`config.mk`:
```
export PLATFORM = sky130hd
export DESIGN_NAME = anar_regs
export DESIGN_NICKNAME = d
export VERILOG_FILES = /design/src/anar_pkg.sv /design/src/anar_sync.sv /design/src/anar_regs.sv
export SDC_FILE = /design/constraint.sdc
export NUM_CORES = 1
export LEC_CHECK = 0
export BUFFER_PORTS_ARGS = -buffer_cell sky130_fd_sc_hd__buf_4
export CORE_MARGIN = 2
export CORE_UTILIZATION = 35
export DETAILED_ROUTE_END_ITERATION = 10
export PLACE_DENSITY = 0.72
export SETUP_SLACK_MARGIN = 0.1
export SYNTH_ARGS = -nofsm -noshare
export SYNTH_HDL_FRONTEND = slang
export SYNTH_SLANG_ARGS = --single-unit
```
`constraint.sdc`:
```
create_clock -name i_ref_clk -period 3.1 [get_ports i_ref_clk]
set_input_delay 0.62 -clock i_ref_clk [delete_from_list [all_inputs] [get_ports i_ref_clk]]
set_output_delay 0.62 -clock i_ref_clk [all_outputs]
set_load 0.05 [all_outputs]
```
`src/anar_pkg.sv`:
```
// Constants shared by the auto-negotiation ability register pair
package anar_pkg;

  // ==========================================================================
  // Register map (index is the word index, byte address is four times it)
  // ==========================================================================
  localparam int unsigned ANAR_DW       = 32;
  localparam int unsigned ANAR_AW       = 8;
  localparam logic [5:0]  ADV_IDX       = 6'h04;
  localparam logic [5:0]  LP_IDX        = 6'h05;
  localparam logic [5:0]  CTL_IDX       = 6'h10;
  localparam logic [7:0]  ADV_ADDR      = {ADV_IDX, 2'h0};
  localparam logic [7:0]  LP_ADDR       = {LP_IDX, 2'h0};
  localparam logic [7:0]  CTL_ADDR      = {CTL_IDX, 2'h0};

  // ==========================================================================
  // Advertisement word fields
  // ==========================================================================
  localparam int unsigned ADV_NP_BIT    = 15;
  localparam int unsigned ADV_RSV14_BIT = 14;
  localparam int unsigned ADV_RF_BIT    = 13;
  localparam int unsigned ADV_XNP_BIT   = 12;
  localparam int unsigned ADV_ASYM_BIT  = 11;
  localparam int unsigned ADV_SYM_BIT   = 10;
  localparam int unsigned ADV_RSV9_BIT  = 9;
  localparam int unsigned ADV_FD100_BIT = 8;
  localparam int unsigned ADV_HD100_BIT = 7;
  localparam int unsigned ADV_FD10_BIT  = 6;
  localparam int unsigned ADV_HD10_BIT  = 5;
  localparam int unsigned ADV_SEL_MSB   = 4;
  localparam int unsigned ADV_SEL_LSB   = 0;
  localparam logic [15:0] ADV_WR_MASK   = 16'hBDFF;

  // ==========================================================================
  // Reset values
  // ==========================================================================
  localparam logic        ADV_NP_RST    = 1'b0;
  localparam logic        ADV_RF_RST    = 1'b0;
  localparam logic        ADV_XNP_RST   = 1'b0;
  localparam logic        ADV_FD100_RST = 1'b1;
  localparam logic        ADV_HD100_RST = 1'b1;
  localparam logic [4:0]  ADV_SEL_RST   = 5'h01;
  localparam logic [15:0] LP_RST        = 16'h0000;

  // ==========================================================================
  // Partner word and control register fields
  // ==========================================================================
  localparam int unsigned LP_ACK_BIT     = 14;
  localparam int unsigned CTL_RESTART_BIT = 0;
  localparam int unsigned CTL_RCVD_BIT   = 1;
  localparam int unsigned CTL_STRAP_LSB  = 4;
  localparam int unsigned STRAP_W        = 6;

endpackage : anar_pkg

```
`src/anar_sync.sv`:
```
// Two-flop synchroniser for static configuration pins
`timescale 1ns/1ns
module anar_sync #(
  parameter int unsigned WIDTH = 1
) (
  input  wire logic             i_ref_clk,
  input  wire logic [WIDTH-1:0] i_d,
  output logic      [WIDTH-1:0] o_q
);

  // No reset here: the straps must already be valid while reset is held
  logic [WIDTH-1:0] meta_q;
  logic [WIDTH-1:0] sync_q;

  always_ff @(posedge i_ref_clk) begin
    meta_q <= i_d;
    sync_q <= meta_q;
  end

  assign o_q = sync_q;

endmodule : anar_sync

```
`src/anar_regs.sv`:
```
// Auto-negotiation local advertisement and partner ability registers, APB slave
`timescale 1ns/1ns
module anar_regs
  import anar_pkg::*;
(
  input  wire logic               i_ref_clk,
  input  wire logic               i_resetn,
  input  wire logic               i_psel,
  input  wire logic               i_penable,
  input  wire logic               i_pwrite,
  input  wire logic [ANAR_AW-1:0] i_paddr,
  input  wire logic [ANAR_DW-1:0] i_pwdata,
  output logic      [ANAR_DW-1:0] o_prdata,
  output logic                    o_pready,
  output logic                    o_pslverr,
  input  wire logic               i_autoneg_cfg_pin,
  input  wire logic               i_speed_cfg_pin,
  input  wire logic               i_duplex_cfg_pin,
  input  wire logic               i_manual_pause_cfg_pin,
  input  wire logic               i_full_duplex_pause_cfg_pin,
  input  wire logic               i_fiber_mode_pin,
  input  wire logic [15:0]        i_rx_word,
  input  wire logic               i_rx_word_valid,
  input  wire logic               i_an_restart,
  input  wire logic               i_tx_page_req,
  output logic      [15:0]        o_tx_page,
  output logic                    o_tx_page_valid,
  output logic                    o_restart_req
);

  // ==========================================================================
  // Configuration pins
  // ==========================================================================
  logic [STRAP_W-1:0] strap_raw;
  logic [STRAP_W-1:0] strap_s;
  logic               s_autoneg;
  logic               s_speed;
  logic               s_duplex;
  logic               s_manual;
  logic               s_fd_pause;
  logic               s_fiber;

  assign strap_raw = {i_fiber_mode_pin, i_full_duplex_pause_cfg_pin,
                      i_manual_pause_cfg_pin, i_duplex_cfg_pin,
                      i_speed_cfg_pin, i_autoneg_cfg_pin};

  anar_sync #(
    .WIDTH (STRAP_W)
  ) u_strap_sync (
    .i_ref_clk (i_ref_clk),
    .i_d       (strap_raw),
    .o_q       (strap_s)
  );

  assign s_autoneg  = strap_s[0];
  assign s_speed    = strap_s[1];
  assign s_duplex   = strap_s[2];
  assign s_manual   = strap_s[3];
  assign s_fd_pause = strap_s[4];
  assign s_fiber    = strap_s[5];

  // ==========================================================================
  // Strap-derived defaults
  // ==========================================================================
  logic        dflt_sym;
  logic        dflt_asym;
  logic        dflt_fd10;
  logic        dflt_hd10;
  logic [15:0] adv_dflt;

  assign dflt_sym  = !s_fiber && !s_manual;
  assign dflt_asym = !s_fiber && !s_manual && s_fd_pause;
  assign dflt_fd10 = !s_fiber && (s_autoneg || (!s_speed && s_duplex));
  assign dflt_hd10 = !s_fiber && (s_autoneg || !s_speed);

  always_comb begin
    adv_dflt                            = 16'h0000;
    adv_dflt[ADV_NP_BIT]                = ADV_NP_RST;
    adv_dflt[ADV_RF_BIT]                = ADV_RF_RST;
    adv_dflt[ADV_XNP_BIT]               = ADV_XNP_RST;
    adv_dflt[ADV_ASYM_BIT]              = dflt_asym;
    adv_dflt[ADV_SYM_BIT]               = dflt_sym;
    adv_dflt[ADV_FD100_BIT]             = ADV_FD100_RST;
    adv_dflt[ADV_HD100_BIT]             = ADV_HD100_RST;
    adv_dflt[ADV_FD10_BIT]              = dflt_fd10;
    adv_dflt[ADV_HD10_BIT]              = dflt_hd10;
    adv_dflt[ADV_SEL_MSB:ADV_SEL_LSB]   = ADV_SEL_RST;
  end

  // ==========================================================================
  // APB decode
  // ==========================================================================
  logic setup_ph;
  logic access_ph;
  logic hit_adv;
  logic hit_lp;
  logic hit_ctl;
  logic wr_adv;
  logic wr_ctl;

  assign setup_ph  = i_psel && !i_penable;
  assign access_ph = i_psel && i_penable;
  assign hit_adv   = (i_paddr == ADV_ADDR);
  assign hit_lp    = (i_paddr == LP_ADDR);
  assign hit_ctl   = (i_paddr == CTL_ADDR);
  assign wr_adv    = access_ph && i_pwrite && hit_adv;
  assign wr_ctl    = access_ph && i_pwrite && hit_ctl;

  // Zero wait states; read data is latched in the setup cycle
  assign o_pready  = 1'b1;
  assign o_pslverr = access_ph && !(hit_adv || hit_lp || hit_ctl);

  // ==========================================================================
  // Local advertisement register
  // ==========================================================================
  logic [15:0] adv_q;

  // Loaded from the straps for as long as reset is held
  always_ff @(posedge i_ref_clk) begin
    if (!i_resetn) begin
      adv_q <= adv_dflt;
    end else if (wr_adv) begin
      adv_q <= i_pwdata[15:0] & ADV_WR_MASK;
    end
  end

  // ==========================================================================
  // Partner base page register
  // ==========================================================================
  logic [15:0] lp_q;
  logic        lp_clr;

  assign lp_clr = i_an_restart || (wr_ctl && i_pwdata[CTL_RESTART_BIT]);

  // Capture wins over a restart in the same cycle; bus writes reach here only as a control restart
  always_ff @(posedge i_ref_clk) begin
    if (!i_resetn) begin
      lp_q <= LP_RST;
    end else if (i_rx_word_valid) begin
      lp_q             <= i_rx_word;
      lp_q[LP_ACK_BIT] <= 1'b1;
    end else if (lp_clr) begin
      lp_q <= LP_RST;
    end
  end

  // ==========================================================================
  // Control and status
  // ==========================================================================
  logic rcvd_q;
  logic restart_q;
  logic rcvd_clr;

  assign rcvd_clr = wr_ctl && i_pwdata[CTL_RCVD_BIT];

  // Sticky page flag, write one to clear, a new page beats the clear
  always_ff @(posedge i_ref_clk) begin
    if (!i_resetn) begin
      rcvd_q <= 1'b0;
    end else if (i_rx_word_valid) begin
      rcvd_q <= 1'b1;
    end else if (rcvd_clr) begin
      rcvd_q <= 1'b0;
    end
  end

  always_ff @(posedge i_ref_clk) begin
    if (!i_resetn) begin
      restart_q <= 1'b0;
    end else begin
      restart_q <= wr_ctl && i_pwdata[CTL_RESTART_BIT];
    end
  end

  assign o_restart_req = restart_q;

  // ==========================================================================
  // Read data
  // ==========================================================================
  logic [ANAR_DW-1:0] rd_mux;
  logic [ANAR_DW-1:0] prdata_q;

  always_comb begin
    rd_mux = '0;
    if (hit_adv) begin
      rd_mux[15:0] = adv_q;
    end else if (hit_lp) begin
      rd_mux[15:0] = lp_q;
    end else if (hit_ctl) begin
      rd_mux[CTL_RCVD_BIT]                      = rcvd_q;
      rd_mux[CTL_STRAP_LSB +: STRAP_W]          = strap_s;
    end
  end

  always_ff @(posedge i_ref_clk) begin
    if (!i_resetn) begin
      prdata_q <= '0;
    end else if (setup_ph && !i_pwrite) begin
      prdata_q <= rd_mux;
    end
  end

  assign o_prdata = prdata_q;

  // ==========================================================================
  // Base page toward the link
  // ==========================================================================
  logic [15:0] tx_page_q;
  logic        tx_valid_q;

  always_ff @(posedge i_ref_clk) begin
    if (!i_resetn) begin
      tx_page_q <= 16'h0000;
    end else if (i_tx_page_req) begin
      tx_page_q <= adv_q;
    end
  end

  always_ff @(posedge i_ref_clk) begin
    if (!i_resetn) begin
      tx_valid_q <= 1'b0;
    end else begin
      tx_valid_q <= i_tx_page_req;
    end
  end

  assign o_tx_page       = tx_page_q;
  assign o_tx_page_valid = tx_valid_q;
endmodule : anar_regs

```
==> run_results.csv <==
group,metric,value,unit
layout,nets,437,
sta,maxSlewViolCount,0,
route,drtPass1Iterations,4,
route,route.detailed.drc,0,
layout,n_antenna_cell,0,
layout,seq_area,1541,sq um
route,drt-total-wl,7212,microns
route,met1_length,3178,microns
yosys,synth_area_leaders,"dfxtp_1 (49%), mux2i_1 (11%), buf_4 (4.9%)",
pwr,p_leak,1.630,nW
cts,cts_hold_buf,0,
die,die_x,95.31,microns
grt,track_usage,15.89,%
cts,clock_path_buffers,2,
cts,clk-insertion-delay-late,0.35,ns
route,highest_layer,"met4",
grt,grt_overflow,0,
critical_path,crit_chain,"buf_4 > nor4_1 > and2_2 > nor2_1 > o211a_1 > buf_4",
cts,cts_tree,"built",
yosys,synth_seq_cells,75,
pwr,irDropWorstVdd,0.2292,mV
placed_design,port_buffers,83,
critical_path,critPathKind,"input pin to primary output",
route,detail-route-antenna-nets,0,
sta,slew_headroom,33.80,%
yosys,synth.area.mux_share,10.98,%
cts,numClockSinks,75,
critical_path,crit_arrival,1.98,ns
yosys,synth_top_family_by_area,"compound AO/OA/AOI/OAI gates",
route,routed-via-count,2322,
cts,path_clk_slew,0.08,ns
placed_design,hpwl,5404,microns
sta,clock.fmax,385.2,MHz
route,wl_met2,3252,microns
placed_design,gp_congestion,0.8160,
flow_run,cap_violations,0,
route,viasPerCell,4.868,
cts,cts_resized,0,
die,fp.dieH,95.31,microns
route,routedWlPerCell,15.12,microns
die,ios,122,
yosys,syn_area,2918,sq um
yosys,ys_top_cells_by_count,"dfxtp_1 (71), mux2i_1 (32), nor2_1 (27)",
layout,area_growth,27.70,%
critical_path,crit_fanout,12,
yosys,synth_xor_area_share,0,%
yosys,synth-edff-count,4,
die,initial_core_util,35.87,%
cts,post_cts_buffers,0,
layout,fill_cells,778,
yosys,synth_compound_area_share,14.11,%
critical_path,start_kind,"input pin",
yosys,synth_simple_gate_area_share,12.01,%
layout,fin_area,3726,sq um
outcome,outcome,"finished clean",
pwr,power.density,536.7,nW/um^2
sta,min_period,2.596,ns
worst_hold_path,hold_path_class,"flop to flop",
yosys,synthMostInstantiatedCell,"dfxtp_1",
route,drt_iter0_markers,176,
cts,clockRootBuffer,"clkbuf_8",
grt,grt_max_degree,24,
sta,hold_viol,0,
yosys,ys.flop_type,"dfxtp_1",
grt,grt_pass1_wl,10710,microns
critical_path,crit_top_cell,"buf_4",
layout,final_layout_size_suffix_gt1_share,28.76,%
yosys,yosysTopAreaCell,"dfxtp_1",
sta,fin_worst_skew,0.01108,ns
sta,rsz0062_at_grt,"no",
sta,post-route-period-util,83.73,%
grt,antenna_found_initial,0,
yosys,async_flop_share,0,%
die,fp-row-count,33,
critical_path,critPathRequiredTime,2.48,ns
sta,setup_violations,0,
sta,tightest_slew,0.9893,ns
yosys,synth_seq_area_share,52.83,%
grt,grt_pass1_vias,2136,
die,core,8134,sq um
yosys,synthAdderAreaFrac,0,%
route,dr_wl_met3,618,microns
yosys,syn_area_per_cell,10.17,sq um
yosys,synth_top_area_share,48.71,%
sta,tns,0,ns
die,design.die.area,9083,sq um
yosys,yosys_warnings,0,
yosys,ys_types,39,
placed_design,dpl_cell_area,3521,sq um
critical_path,crit_path_end_kind,"primary output",
cts,h-tree-depth,3,
critical_path,cpMaxStageDelayCell,"nor4_1",
yosys,synthCells,287,
layout,multi_input_area,1154,sq um
critical_path,cp_slowest_stage_delay,0.40,ns
cts,cts_buffers,9,
worst max-delay path, delay by kind of cell:
kind / cells / cell delay (ns)
buf+inv: 2 / 0.35
compound gates: 1 / 0.24
simple gates: 3 / 0.76
layout make-up:
class	count	share of cell area, %
Sequential cell	75	41.37
Multi-Input combinational cell	183	30.96
Timing Repair Buffer	87	17.53
Inverter	11	1.108
Clock inverter	3	1.242
Tap cell	105	3.526
Clock buffer	13	4.265
metrics by stage:
stage | hold slack [ns] | setup slack, ns | instances | utilization, % | total power [mW]
2_1_floorplan | 0.3096 | 0.4833 | 304 | - | 1.186
3_3_place_gp | 0.3128 | 0.5085 | 461 | 43.29 | 1.246
3_5_place_dp | 0.3138 | 0.4871 | 461 | 43.29 | 1.250
4_1_cts | 0.3228 | 0.5031 | 477 | 45.81 | 2.012
5_1_grt | 0.3212 | 0.4719 | 477 | 45.81 | 2.073
6_report | 0.3179 | 0.5043 | 477 | 45.81 | 2.000
layer usage:
| metal | global-route usage (%) | vias to the layer above |
|---|---|---|
| li1 | - | 1116 |
| met1 | 20.18 | 1087 |
| met2 | 24.94 | 103 |
| met3 | 4.901 | 16 |
| met4 | 6.763 | 0 |
| met5 | 0 | - |
final timing paths:
path / start / to / slack [ns] / depth (start not counted)
setup / recovery: i_paddr[2] / o_pslverr / 0.50 / 6
hold / removal: u_strap_sync.meta_q[2]$_DFF_P_ / u_strap_sync.o_q[2]$_DFF_P_ / 0.32 / 0
setup reg to reg: u_strap_sync.o_q[5]$_DFF_P_ / o_prdata[9]$_SDFFE_PN0P_ / 2.11 / 3
hold reg to reg: u_strap_sync.meta_q[2]$_DFF_P_ / u_strap_sync.o_q[2]$_DFF_P_ / 0.32 / 0
sequential cells by signal, summed over array words and instances, names as in the netlist:
register             flops
o_tx_page_valid          1
o_restart_req            1
o_prdata                16
lp_q                    16
o_tx_page               14
rcvd_q                   1
adv_q                   14
u_strap_sync.o_q         6
u_strap_sync.meta_q      6
logic make-up after synthesis:
family | count (synthesis)
buf+inv | 46
other cells | 2
compound gates | 62
flops | 75
mux | 32
simple gates | 70
power by group:
| part | internal [mW] | total (mW) | switching, mW |
|---|---|---|---|
| registers | 1.00 | 1.02 | 0.0161 |
| clock network | 0.418 | 0.772 | 0.354 |
| logic | 0.0761 | 0.212 | 0.136 |
cells in the final DEF (no fill, tap or decap), types with 2 or more instances in the layout:
master     n
o21ai_1    4
inv_1     10
o31ai_1    2
buf_4     87
mux2i_1   32
a21oi_1   15
nor3_1     2
o21ai_0   20
nand3_1    6
clkbuf_1   2
conb_1    19
nand2b_1   2
and3_1     2
clkbuf_8  11
nor2_1    27
a22o_1    15
or3_1      2
nand2_1   19
dfxtp_1   71
edfxtp_1   4
No activity file was read; power rests on OpenSTA's default activity.
